$ cat src/hw/rsp_pkg.sv
// Shared constants and types for the serial port with line control
`default_nettype none
package rsp_pkg;
  // Clock and baud figures
  localparam int CLK_HZ_DEF = 40_000_000;  // System clock rate
  localparam int BAUD_110   = 110;
  localparam int BAUD_300   = 300;
  localparam int BAUD_600   = 600;
  localparam int BAUD_1200  = 1200;
  localparam int BAUD_2400  = 2400;
  localparam int BAUD_4800  = 4800;
  localparam int BAUD_9600  = 9600;
  localparam int BAUD_19200 = 19200;
  localparam int DATA_BITS  = 8;           // Fixed word size
  // Open direction code bits
  localparam int DIR_RX_BIT = 2;
  localparam int DIR_TX_BIT = 3;
  // Line-control value bits
  localparam int LC_DTR_EN   = 7;
  localparam int LC_DTR_VAL  = 6;
  localparam int LC_RTS_EN   = 5;
  localparam int LC_RTS_VAL  = 4;
  localparam int LC_FORCE_EN = 1;
  localparam int LC_FORCE_VAL = 0;
  // Rate/stop value fields
  localparam int CFG_TWO_STOP = 7;
  localparam int CFG_RATE_LSB = 0;
  // Default config parity field
  localparam int DEF_PAR_LSB = 3;
  // Error history bits
  localparam int ERR_FRAME    = 7;
  localparam int ERR_OVERRUN  = 6;
  localparam int ERR_PARITY   = 5;
  localparam int ERR_OVERFLOW = 4;
  // Reset values
  localparam logic [3:0] RST_RATE  = 4'h0;
  localparam logic [1:0] RST_PAR   = 2'h0;
  localparam logic [7:0] RST_FLAGS = 8'h00;
  // Parity modes
  typedef enum logic [1:0] {PAR_NONE, PAR_ODD, PAR_EVEN, PAR_MARK} rsp_par_t;
  // Host commands
  typedef enum logic [2:0] {
    CMD_OPEN, CMD_CLOSE, CMD_FLUSH, CMD_LINE_CTL, CMD_RATE_STOP, CMD_SET_CONC, CMD_STATUS
  } rsp_cmd_t;
endpackage
`default_nettype wire

$ cat src/hw/rsp_port.sv
// Serial port with buffered transmit and receive, error history and line control
`default_nettype none
module rsp_port
  import rsp_pkg::*;
#(
  parameter int CLK_HZ = CLK_HZ_DEF,  // Shorten to speed up simulation
  parameter int AW     = 8            // Buffer index width; holds 2**AW-1 chars
) (
  input  wire logic              clk,                   // System clock
  input  wire logic              rst_n,                 // Async reset, active low
  input  wire logic              cmd_valid,             // Command offered
  input  wire rsp_pkg::rsp_cmd_t cmd_code,              // Command
  input  wire logic [7:0]        cmd_arg,               // Command value
  output logic                   cmd_ready,             // Command taken
  output logic                   cmd_done,              // Pulse: command complete
  input  wire logic [7:0]        default_serial_config, // Stored default settings
  output logic [7:0]             stat_flags,            // Error history snapshot
  output logic [7:0]             stat_line_or_rx,       // Line byte or rx count
  output logic [7:0]             stat_tx_count,         // Tx count, zero in block mode
  input  wire logic              tx_valid,              // Outgoing char offered
  input  wire logic [7:0]        tx_data,               // Outgoing char
  output logic                   tx_ready,              // Outgoing char taken
  output logic                   rx_valid,              // Incoming char waiting
  output logic [7:0]             rx_data,               // Incoming char
  input  wire logic              rx_ready,              // Incoming char taken
  input  wire logic              receive_line_level,    // Serial in pin
  input  wire logic              dsr_in,                // DSR pin, high ready
  input  wire logic              carrier_detect_in,     // Carrier pin, high ready
  output logic                   txd_out,               // Serial out pin
  output logic                   dtr_out,               // DTR, high ready
  output logic                   rts_out                // RTS, high ready
);
  localparam logic [AW-1:0] FULL = {AW{1'b1}};

  typedef enum logic {ST_IDLE, ST_DRAIN} rsp_state_t;
  typedef struct packed {
    rsp_state_t  st;          // Command sequencer
    logic        done_r;      // Completion pulse
    logic        dtr_r;       // DTR level
    logic        rts_r;       // RTS level
    logic        force_en_r;  // Transmit line forced
    logic        force_val_r; // Forced level
    logic        conc_r;      // Concurrent-mode flag
    logic        rx_dir_r;    // Receive enabled by open
    logic        tx_dir_r;    // Transmit enabled by open
    logic        two_stop_r;  // Two stop bits
    logic [3:0]  rate_r;      // Baud code
    logic [1:0]  par_r;       // Parity mode
    logic [7:0]  flags_r;     // Error history
    logic [7:0]  sflags_r;    // Status snapshot
    logic [7:0]  sb1_r;       // Status byte one
    logic [7:0]  sb2_r;       // Status byte two
    logic [AW-1:0] rx_wp, rx_rp, rx_cnt;  // Receive buffer
    logic [AW-1:0] tx_wp, tx_rp, tx_cnt;  // Transmit buffer
    logic [2:0]  sync1;       // Pin sync stage one
    logic [2:0]  sync2;       // Pin sync stage two
  } rsp_st_t;
  rsp_st_t s, n;

  logic [7:0]  rx_mem [2**AW];  // Receive storage
  logic [7:0]  tx_mem [2**AW];  // Transmit storage
  logic [18:0] bit_cycles;
  logic        ser_tx_ready, ser_tx_busy, ser_txd, ser_rx_valid, ser_rx_ack;
  logic [7:0]  ser_rx_data;
  logic        fe, pe, ovr;
  logic        rx_push, rx_pop, tx_push, tx_pop, take;
  logic [7:0]  ev;
  logic [7:0]  line_byte;

  // Clocks per bit from the baud code; 19 bits so the slowest rate fits at full clock
  function automatic logic [18:0] cycles_of(input logic [3:0] code);
    unique case (code)
      4'd5:    cycles_of = 19'(CLK_HZ / BAUD_110);
      4'd9:    cycles_of = 19'(CLK_HZ / BAUD_600);
      4'd10:   cycles_of = 19'(CLK_HZ / BAUD_1200);
      4'd12:   cycles_of = 19'(CLK_HZ / BAUD_2400);
      4'd13:   cycles_of = 19'(CLK_HZ / BAUD_4800);
      4'd14:   cycles_of = 19'(CLK_HZ / BAUD_9600);
      4'd15:   cycles_of = 19'(CLK_HZ / BAUD_19200);
      default: cycles_of = 19'(CLK_HZ / BAUD_300);  // Codes 0, 8 and unsupported ones
    endcase
  endfunction
  assign bit_cycles = cycles_of(s.rate_r);

  ////////////////////////////////////////////////////////////////////
  // Handshakes and flow
  assign take       = cmd_valid && cmd_ready;
  assign cmd_ready  = (s.st == ST_IDLE);
  assign cmd_done   = s.done_r;
  assign tx_ready   = s.tx_dir_r && (s.tx_cnt != FULL);
  assign tx_push    = tx_valid && tx_ready;
  assign tx_pop     = (s.tx_cnt != '0) && ser_tx_ready;
  assign rx_valid   = (s.rx_cnt != '0);
  assign rx_data    = rx_mem[s.rx_rp];
  assign rx_pop     = rx_valid && rx_ready;
  // A full buffer leaves the char in the framer; the next one then overruns
  assign ser_rx_ack = ser_rx_valid && (!s.rx_dir_r || s.rx_cnt != FULL);
  assign rx_push    = ser_rx_ack && s.rx_dir_r;
  assign txd_out    = s.force_en_r ? s.force_val_r : ser_txd;
  assign dtr_out    = s.dtr_r;
  assign rts_out    = s.rts_r;
  assign stat_flags      = s.sflags_r;
  assign stat_line_or_rx = s.sb1_r;
  assign stat_tx_count   = s.sb2_r;

  // Line state: CTS and receive mark always shown ready
  assign line_byte = {s.sync2[1], s.sync2[1], 1'b1, 1'b1,
                      s.sync2[0], s.sync2[0], 1'b0, 1'b1};

  // Error events this cycle
  always_comb begin
    ev               = 8'h00;
    ev[ERR_FRAME]    = fe;
    ev[ERR_OVERRUN]  = ovr;
    ev[ERR_PARITY]   = pe;
    ev[ERR_OVERFLOW] = ser_rx_valid && s.rx_dir_r && (s.rx_cnt == FULL);
  end

  ////////////////////////////////////////////////////////////////////
  // Next state
  always_comb begin
    n        = s;
    n.done_r = 1'b0;
    n.sync1  = {receive_line_level, dsr_in, carrier_detect_in};
    n.sync2  = s.sync1;
    // Buffer pointers; an open below overrides them
    n.rx_wp  = s.rx_wp + AW'(rx_push);
    n.rx_rp  = s.rx_rp + AW'(rx_pop);
    n.rx_cnt = s.rx_cnt + AW'(rx_push) - AW'(rx_pop);
    n.tx_wp  = s.tx_wp + AW'(tx_push);
    n.tx_rp  = s.tx_rp + AW'(tx_pop);
    n.tx_cnt = s.tx_cnt + AW'(tx_push) - AW'(tx_pop);
    // New errors win over a clear by status
    n.flags_r = s.flags_r | ev;
    unique case (s.st)
      ST_IDLE: begin
        if (take) begin
          unique case (cmd_code)
            CMD_OPEN: begin
              n.rx_wp  = '0;
              n.rx_rp  = '0;
              n.rx_cnt = '0;
              n.tx_wp  = '0;
              n.tx_rp  = '0;
              n.tx_cnt = '0;
              n.dtr_r  = 1'b1;
              n.rts_r  = 1'b1;
              n.conc_r = 1'b0;
              n.rx_dir_r = cmd_arg[DIR_RX_BIT];
              n.tx_dir_r = cmd_arg[DIR_TX_BIT];
              n.par_r  = default_serial_config[DEF_PAR_LSB +: 2];
              n.done_r = 1'b1;
            end
            // Both wait for the transmit side to empty; nothing else changes
            CMD_CLOSE, CMD_FLUSH: begin
              n.st = ST_DRAIN;
            end
            CMD_LINE_CTL: begin
              if (cmd_arg[LC_DTR_EN]) begin
                n.dtr_r = cmd_arg[LC_DTR_VAL];
              end
              if (cmd_arg[LC_RTS_EN]) begin
                n.rts_r = cmd_arg[LC_RTS_VAL];
              end
              if (cmd_arg[LC_FORCE_EN]) begin
                n.force_val_r = cmd_arg[LC_FORCE_VAL];
              end
              n.force_en_r = cmd_arg[LC_FORCE_EN];  // Clear bit releases the line
              n.done_r = 1'b1;
            end
            CMD_RATE_STOP: begin
              n.two_stop_r = cmd_arg[CFG_TWO_STOP];
              n.rate_r     = cmd_arg[CFG_RATE_LSB +: 4];
              n.done_r     = 1'b1;
            end
            CMD_SET_CONC: begin
              n.conc_r = 1'b1;
              n.done_r = 1'b1;
            end
            CMD_STATUS: begin
              n.sflags_r = s.flags_r | ev;
              n.flags_r  = ev;
              n.sb1_r    = s.conc_r ? 8'(s.rx_cnt) : line_byte;
              n.sb2_r    = s.conc_r ? 8'(s.tx_cnt) : 8'h00;
              n.done_r   = 1'b1;
            end
            default: begin
              n.done_r = 1'b1;  // Unused code: acknowledge only
            end
          endcase
        end
      end
      ST_DRAIN: begin
        // Completes once the last stop bit is out; stalls while DTR is false and chars remain buffered
        if (s.tx_cnt == '0 && !ser_tx_busy) begin
          n.st     = ST_IDLE;
          n.done_r = 1'b1;
        end
      end
    endcase
  end

  ////////////////////////////////////////////////////////////////////
  // State register
  always_ff @(posedge clk or negedge rst_n) begin
    if (!rst_n) begin
      s <= '{st: ST_IDLE, done_r: 1'b0, dtr_r: 1'b0, rts_r: 1'b0, force_en_r: 1'b0,
             force_val_r: 1'b1, conc_r: 1'b0, rx_dir_r: 1'b0, tx_dir_r: 1'b0,
             two_stop_r: 1'b0, rate_r: RST_RATE, par_r: RST_PAR, flags_r: RST_FLAGS,
             sflags_r: RST_FLAGS, sb1_r: 8'h00, sb2_r: 8'h00, rx_wp: '0, rx_rp: '0,
             rx_cnt: '0, tx_wp: '0, tx_rp: '0, tx_cnt: '0, sync1: 3'h7, sync2: 3'h7};
    end else begin
      s <= n;
    end
  end

  // Buffer storage, no reset needed
  always_ff @(posedge clk) begin
    if (rx_push) begin
      rx_mem[s.rx_wp] <= ser_rx_data;
    end
    if (tx_push) begin
      tx_mem[s.tx_wp] <= tx_data;
    end
  end

  ////////////////////////////////////////////////////////////////////
  // Framer
  rsp_serdes u_serdes (
    .clk       (clk),
    .rst_n     (rst_n),
    .enable    (s.dtr_r),
    .bit_cycles(bit_cycles),
    .two_stop  (s.two_stop_r),
    .par_mode  (s.par_r),
    .tx_valid  (s.tx_cnt != '0),
    .tx_data   (tx_mem[s.tx_rp]),
    .tx_ready  (ser_tx_ready),
    .tx_busy   (ser_tx_busy),
    .txd       (ser_txd),
    .rxd       (s.sync2[2]),
    .rx_valid  (ser_rx_valid),
    .rx_data   (ser_rx_data),
    .rx_ack    (ser_rx_ack),
    .frame_err (fe),
    .par_err   (pe),
    .overrun   (ovr)
  );
endmodule
`default_nettype wire

$ cat src/hw/rsp_serdes.sv
// Character framer: one transmitter and one receiver at a shared bit time
`default_nettype none
module rsp_serdes
  import rsp_pkg::*;
(
  input  wire logic        clk,          // System clock
  input  wire logic        rst_n,        // Async reset, active low
  input  wire logic        enable,       // Low halts new frames
  input  wire logic [18:0] bit_cycles,   // Clocks per bit
  input  wire logic        two_stop,     // Two stop bits on send
  input  wire logic [1:0]  par_mode,     // Parity mode
  input  wire logic        tx_valid,     // Char offered
  input  wire logic [7:0]  tx_data,      // Char to send
  output logic             tx_ready,     // Char taken
  output logic             tx_busy,      // Frame in progress
  output logic             txd,          // Serial out, idle high
  input  wire logic        rxd,          // Serial in, synchronised
  output logic             rx_valid,     // Char held
  output logic [7:0]       rx_data,      // Held char
  input  wire logic        rx_ack,       // Holder emptied
  output logic             frame_err,    // Pulse: bad stop bit
  output logic             par_err,      // Pulse: bad parity
  output logic             overrun       // Pulse: held char lost
);
  typedef struct packed {
    logic [18:0] tx_cnt;   // Bit timer
    logic [3:0]  tx_left;  // Bits still to shift
    logic [11:0] tx_sh;    // Frame shifter
    logic        txd_r;    // Line level
    logic [18:0] rx_cnt;   // Sample timer
    logic [3:0]  rx_left;  // Samples still due
    logic [10:0] rx_sh;    // Sample shifter
    logic        rx_val_r; // Holder full
    logic [7:0]  rx_dat_r; // Holder
    logic [2:0]  err_r;    // Frame, parity, overrun
  } rsp_ser_t;
  rsp_ser_t s, n;
  logic par_on;
  logic par_bit;

  assign par_on    = (par_mode != PAR_NONE);
  assign tx_busy   = (s.tx_left != 4'h0);
  assign tx_ready  = enable && !tx_busy;  // Halted while DTR is false
  assign txd       = s.txd_r;
  assign rx_valid  = s.rx_val_r;
  assign rx_data   = s.rx_dat_r;
  assign frame_err = s.err_r[2];
  assign par_err   = s.err_r[1];
  assign overrun   = s.err_r[0];

  // Parity bit for a given data byte
  function automatic logic par_of(input logic [7:0] d);
    unique case (par_mode)
      PAR_ODD:  par_of = ~^d;
      PAR_EVEN: par_of = ^d;
      default:  par_of = 1'b1;
    endcase
  endfunction
  assign par_bit = par_of(tx_data);

  ////////////////////////////////////////////////////////////////////
  // Next state
  always_comb begin
    n = s;
    n.err_r = 3'h0;
    if (rx_ack) begin
      n.rx_val_r = 1'b0;
    end
    // Transmit: start, 8 data, optional parity, 1 or 2 stops
    if (tx_valid && tx_ready) begin
      n.tx_cnt  = bit_cycles;
      n.tx_left = 4'd10 + {3'h0, par_on} + {3'h0, two_stop};
      n.tx_sh   = par_on ? {2'b11, par_bit, tx_data, 1'b0} : {3'b111, tx_data, 1'b0};
    end else if (tx_busy) begin
      if (s.tx_cnt <= 19'd1) begin
        n.tx_cnt  = bit_cycles;
        n.tx_left = s.tx_left - 4'h1;
        n.tx_sh   = {1'b1, s.tx_sh[11:1]};
      end else begin
        n.tx_cnt = s.tx_cnt - 19'd1;
      end
    end
    n.txd_r = (n.tx_left != 4'h0) ? n.tx_sh[0] : 1'b1;
    // Receive: centre sampling, start checked, one stop checked
    if (s.rx_left == 4'h0) begin
      if (enable && !rxd) begin
        n.rx_cnt  = {1'b0, bit_cycles[18:1]};
        n.rx_left = 4'd10 + {3'h0, par_on};
      end
    end else if (s.rx_cnt <= 19'd1) begin
      n.rx_cnt  = bit_cycles;
      n.rx_sh   = {rxd, s.rx_sh[10:1]};
      n.rx_left = s.rx_left - 4'h1;
      // False start: line back high at the centre of the start bit
      if (rxd && (s.rx_left == 4'd10 + {3'h0, par_on})) begin
        n.rx_left = 4'h0;
      end else if (s.rx_left == 4'h1) begin
        n.rx_val_r = 1'b1;
        n.rx_dat_r = par_on ? n.rx_sh[8:1] : n.rx_sh[9:2];
        n.err_r[2] = !rxd;
        n.err_r[1] = par_on && (n.rx_sh[9] != par_of(n.rx_sh[8:1]));
        n.err_r[0] = s.rx_val_r && !rx_ack;  // Holder never emptied
      end
    end else begin
      n.rx_cnt = s.rx_cnt - 19'd1;
    end
  end

  ////////////////////////////////////////////////////////////////////
  // State register
  always_ff @(posedge clk or negedge rst_n) begin
    if (!rst_n) begin
      s <= '{tx_cnt: 19'h0, tx_left: 4'h0, tx_sh: 12'hfff, txd_r: 1'b1, rx_cnt: 19'h0,
             rx_left: 4'h0, rx_sh: 11'h0, rx_val_r: 1'b0, rx_dat_r: 8'h00, err_r: 3'h0};
    end else begin
      s <= n;
    end
  end
endmodule
`default_nettype wire
$ cat config.mk
export PLATFORM = sky130hd
export DESIGN_NAME = rsp_port
export DESIGN_NICKNAME = d
export VERILOG_FILES = /design/src/hw/rsp_pkg.sv /design/src/hw/rsp_port.sv /design/src/hw/rsp_serdes.sv
export SDC_FILE = /design/constraint.sdc
export NUM_CORES = 2
export LEC_CHECK = 0
export BUFFER_PORTS_ARGS = -buffer_cell sky130_fd_sc_hd__buf_4
export CELL_PAD_IN_SITES_DETAIL_PLACEMENT = 1
export CELL_PAD_IN_SITES_GLOBAL_PLACEMENT = 1
export CORE_MARGIN = 1.5
export CORE_UTILIZATION = 26
export CTS_CLUSTER_DIAMETER = 60
export DETAILED_ROUTE_END_ITERATION = 16
export GPL_TIMING_DRIVEN = 0
export PLACE_DENSITY_LB_ADDON = 0.3
export SLEW_MARGIN = 5
export SYNTH_ARGS = -nofsm -noshare
export SYNTH_HDL_FRONTEND = slang
export SYNTH_HIERARCHICAL = 1
export SYNTH_SLANG_ARGS = --single-unit
export TNS_END_PERCENT = 30
$ cat constraint.sdc
create_clock -name clk -period 3.99 [get_ports clk]
set_input_delay 0.399 -clock clk [delete_from_list [all_inputs] [get_ports clk]]
set_output_delay 0.399 -clock clk [all_outputs]
set_load 0.02 [all_outputs]
# After elaboration in Yosys (flattened, before gate mapping)
# Memories as Yosys holds them, arrays and structs flattened.
# Index checks and enable logic that the tools add are counted.
# word_totals
ff_bits	184
ramBits	4096
word_cells	178
memories	2
# op_classes
add_sub_neg	14
order_cmp	2
eq_ne	24
muxes	47
n_bitwise	4
reduce_logical	50
# memory_table
memory	depth	width	read_ports	rd_clocked_by_memory_dff	wr	line_no	text
rx_mem	256	8	1	0	1	rsp_port.sv:60	logic [7:0] rx_mem [2**AW];
tx_mem	256	8	1	0	1	rsp_port.sv:61	logic [7:0] tx_mem [2**AW];
# ops
cell	count
case mux 19 bit (7 select lines)	1
2-to-1 mux 96 bit	1
2-to-1 mux 80 bit	1
2-to-1 mux 35 bit	2
adder 8 x 1 -> 8 bit	6
2-to-1 mux 48 bit	1
2-to-1 mux 23 bit	2
less-or-equal comparator 19 x 1 -> 1 bit, second input constant	2
2-to-1 mux 19 bit	2
subtractor 19 x 1 -> 19 bit, second input constant	2
2-to-1 mux 12 bit	3
2-to-1 mux 32 bit	1
2-to-1 mux 27 bit	1
equality test 4 bit, second input constant	6
2-to-1 mux 8 bit	3
2-to-1 mux 1 bit	16
2-to-1 mux 16 bit	1
inequality test 8 bit, second input constant	2
AND reduction 4 bit	4
nonzero test 8 bit	2
XNOR reduction 8 bit	2
XOR reduction 8 bit	2
subtractor 8 x 1 -> 8 bit	2
logical AND 1 bit	15
other kinds (32)	61

# Logic depth before layout (Yosys ltp)
# logic_depth
depth_word	13
depth_mapped	17
mapped_depth_nobuf	16

# Modules after synthesis
# Netlist, hierarchy kept.
# modules_own_cells
mod	instances	cells_each	area_per_inst_um2	seq_area_each_um2
rsp_port	1	7481	162811.1	125359.0
rsp_serdes	1	538	4954.8	2018.2

# Worst setup path before layout
# Ideal clock, no wire load.
# synth_timing
path_type	reg2reg
from	register s[14] (netlist name)
to	register u_serdes/s[56] in the netlist's numbering
setup_time_ns	0.092
arrival_time_ns	3.091
required_ns	3.898
path_slack_ns	0.807
path_stages_with_launch	14
path_buffers	4
period_less_slack_ns	3.183
cell_sequence	dfrtp_1 -> buf_4 -> buf_4 -> buf_6 -> buf_2 -> mux4_2 -> mux4_2 -> o22ai_1 -> a21oi_1 -> xnor2_1 -> xnor2_1 -> xnor2_1 -> mux2i_1 -> a31oi_1
# synth_lines
item	line_no	text
end signal, assigned	rsp_serdes.sv:113	s <= '{tx_cnt: 19'h0, tx_left: 4'h0, tx_sh: 12'hfff, txd_r: 1'b1, rx_cnt: 19'h0,
end signal, assigned	rsp_serdes.sv:116	s <= n;
end, declared	rsp_serdes.sv:37	rsp_ser_t s, n;

==> results.ini <==
[run_status]
status=finished, violations left
violations=setup timing

[floorplan]
coreArea_um2=641900
io_pins=74
start_util=0.2614
die_w_um=806.3
die-area_um2=650100
rows=294
die_y_um=806.3

[sta]
setup_slack_ns=-0.8675
skew_ns=0.07085
holdWs_ns=0.1203
finalMaxSlewViolations=0
final.setup.tns_ns=-73.81
layout_min_cycle_time_ns=4.858
rsz0062_at_grt=yes
max_freq_ghz=0.2059
slew_headroom=0.06923
setup-violations-final=673
hold_violations=0
worst_pin_slew_ns=1.396
fin_crit_sh=1.217

[synth]
ys_types=83
netlist_area_um2=167800
yosysWarningCount=6
synth_cells=8019
synth_edf_count=4096
synth-seq-cells=4270
async_flop_share=0.04075
syn_area_per_cell_um2=20.92
synth_seq_area_share=0.7593
synth_ff_type=edfxtp_1

[setup_path]
endpoint_kind=output pin
critPathBufInv=5
timing.critical_path.mode_cell=buf_4
cp_data_required_time_ns=3.59
cpPeakStageDelay_ns=0.63
cp_max_fo=10
cpMaxStageDelayCell=a221oi_4
cp-start-kind=flip-flop
worstPathArrival_ns=4.46
path_class=reg -> out
path_delay_family=buffers and inverters
crit_path_cell_trace=buf_4, buf_4, clkbuf_4, mux4_2, a211oi_2, a21oi_1, a221oi_4, nor4_2, buf_4, buf_4

[global_route]
grt-ovfl-total=0
grt_max_degree=153
grtUsageTotal=0.1746
grt_pass1_vias=90890
antenna_found_initial=33
grt_pass1_wl_um=789000

[clock_tree]
h-tree-depth=5
cts_tree=done
clock-root-buffer=clkbuf_16
cts.sinks=4270
worstSkewPairLatency_ns=1.06
numCtsBuffers=441
clock_path_buffers=4
clk_pin_slew_ns=0.07

[detailed_routing]
drtIter0Drc=10520
wl_per_cell_um=33.06
via_per_inst=4.994
firstDrtPassIters=6
vias=88490
drcViolationCount=0
wl_um=585700
ant_nets=0

[hold_path]
hp-class=in -> reg

[finish]
final_util=0.3149
fill_cells=64210
final_layout_size_suffix_gt1_frac=0.3257
syn_to_final_growth_pct=20.50
finalNetCount=8836

[power_and_ir_drop]
ir_drop_mv=0.4175
power_density_nw_per_um2=553.9
power.leakage_nw=56.45

[placed_design]
dp_hpwl_um=388000
io_buffers=62
place_congestion=0.9293

[job]
cap_violations=0

[through the flow]
stage	power (mW)	area (µm²)	cells	setup WS, ns
after detailed placement	67.18	180000	16700	-2.262
final	112.0	202200	17720	-0.8675
after floorplan	57.75	167800	8022	0.8070
after global routing	114.2	202100	17710	-0.8684
after global placement	66.90	179000	16670	-2.790
after CTS	111.4	199200	17630	-0.9177
[tightest hold or removal path: stages]
cell	delay, ns
buf_4	0.07
and2_2	0.33
ha_1	0.17
nor2b_1	0.12
[routing by layer]
metal,routed length (µm),GRT usage
met1,235400,0.2293
met2,282800,0.2885
met3,43410,0.03342
met4,24100,0.06326
met5,75,0
[sequential cells by signal (all words and copies together), names as in the netlist]
| register | cells |
|---|---|
| cmd_done | 1 |
| dtr_out | 1 |
| line_byte | 2 |
| n | 3 |
| rts_out | 1 |
| rx_mem | 2048 |
| s | 66 |
| stat_flags | 4 |
| stat_line_or_rx | 8 |
| stat_tx_count | 8 |
| tx_mem | 2048 |
| u_serdes/frame_err | 1 |
| u_serdes/overrun | 1 |
| u_serdes/par_err | 1 |
| u_serdes/rx_data | 8 |
| u_serdes/rx_valid | 1 |
| u_serdes/s | 67 |
| u_serdes/txd | 1 |
[cell usage after synthesis, types with 8 or more instances]
library cell | number | area (µm²)
a221oi_2 | 10 | 150.1
mux2i_1 | 127 | 1271
nand4_1 | 21 | 131.4
a21o_1 | 11 | 82.58
buf_1 | 22 | 82.58
or2_2 | 11 | 68.82
a31oi_1 | 14 | 87.58
a21oi_1 | 136 | 680.7
and2_1 | 14 | 87.58
o221ai_1 | 30 | 262.8
dfstp_2 | 20 | 525.5
o31ai_1 | 20 | 150.1
mux2_2 | 36 | 405.4
nor2b_1 | 47 | 294.0
xnor2_1 | 48 | 420.4
or3_1 | 17 | 106.4
nand2b_1 | 25 | 156.4
buf_4 | 59 | 442.9
xor2_1 | 20 | 175.2
or4_1 | 8 | 60.06
nand2_1 | 176 | 660.6
a22o_1 | 26 | 227.7
a22oi_1 | 114 | 855.8
clkbuf_1 | 225 | 844.6
edfxtp_1 | 4096 | 123000
dfrtp_1 | 154 | 3854
buf_2 | 123 | 615.6
nor4_1 | 51 | 319.1
a211oi_1 | 12 | 90.09
nor3_1 | 56 | 280.3
ha_1 | 47 | 588.1
o21ai_0 | 71 | 355.3
mux4_2 | 1105 | 24890
inv_1 | 55 | 206.5
o22ai_1 | 117 | 732.0
nor2_1 | 651 | 2444
o211ai_1 | 8 | 60.06
buf_6 | 58 | 653.1
a221oi_1 | 22 | 192.7
nand3_1 | 52 | 260.3
[path summary, 6_finish.rpt]
kind                       cells past startpoint  startpoint          endpoint  slack (ns)
min                                            4    tx_valid             s[22]        0.12
min in group asynchronous                      3       rst_n  stat_tx_count[6]        0.52
max in group asynchronous                      4       rst_n             s[42]        2.51
max reg2reg                                    9        s[8]      tx_mem[6][6]       -0.36
max                                           10       s[40]        rx_data[5]       -0.87
min reg2reg                                    0        n[1]      line_byte[6]        0.36
[report_power, final]
part	internal [mW]	leakage, nW	total (mW)	switching [mW]
Combinational	7.66	14.9	22.0	14.3
Clock	22.8	6.82	41.1	18.3
Sequential	48.8	34.7	48.9	0.108
[layout by cell type, fill, tap and decap left out, types with 54 or more instances in the layout]
cell / n
mux4_2: 1105
buf_4: 229
clkbuf_16: 454
nand2_1: 151
clkinv_1: 106
o21ai_0: 65
a21oi_1: 92
clkinv_2: 75
o22ai_1: 62
a22oi_1: 77
nor2_1: 445
nor2_4: 93
dfrtp_1: 151
mux2i_1: 111
buf_16: 76
clkbuf_4: 64
clkbuf_1: 181
nor2_2: 114
buf_6: 59
buf_12: 83
inv_1: 54
edfxtp_1: 4096
[final cells by class]
| cell class | count | area [µm²] | share of cell area |
|---|---|---|---|
| antenna | 9 | 22.52 | 0.0001114 |
| multi-input combinational | 3202 | 40800 | 0.2018 |
| timing repair buffer | 291 | 3560 | 0.01761 |
| clock buffer | 546 | 11560 | 0.05716 |
| clock inverter | 271 | 2491 | 0.01232 |
| inverter | 56 | 214.0 | 0.001058 |
| sequential | 4270 | 127400 | 0.6301 |
| tap | 8584 | 10740 | 0.05313 |
| buffer | 490 | 5390 | 0.02666 |
[timing repair]
item	in CTS	in global routing
resized for setup	1044	463
gates cloned	3	8
pin swaps	55	75
hold endpoints to repair	658	0
hold buffers	41	0
setup endpoints to repair	2865	1980
setup buffers	69	78
[logic make-up after synthesis]
| family | count (synthesis) | share of synthesized area |
|---|---|---|
| xor+xnor | 68 | 0.003550 |
| compound gates | 647 | 0.02630 |
| simple gates | 1164 | 0.03081 |
| buf+inv | 550 | 0.01767 |
| flops | 4270 | 0.7593 |
| mux | 1270 | 0.1586 |
| fa+ha+maj | 49 | 0.003744 |
| other cells | 1 | 0.00002235 |
Note: power is estimated with default switching activity, not from simulation.
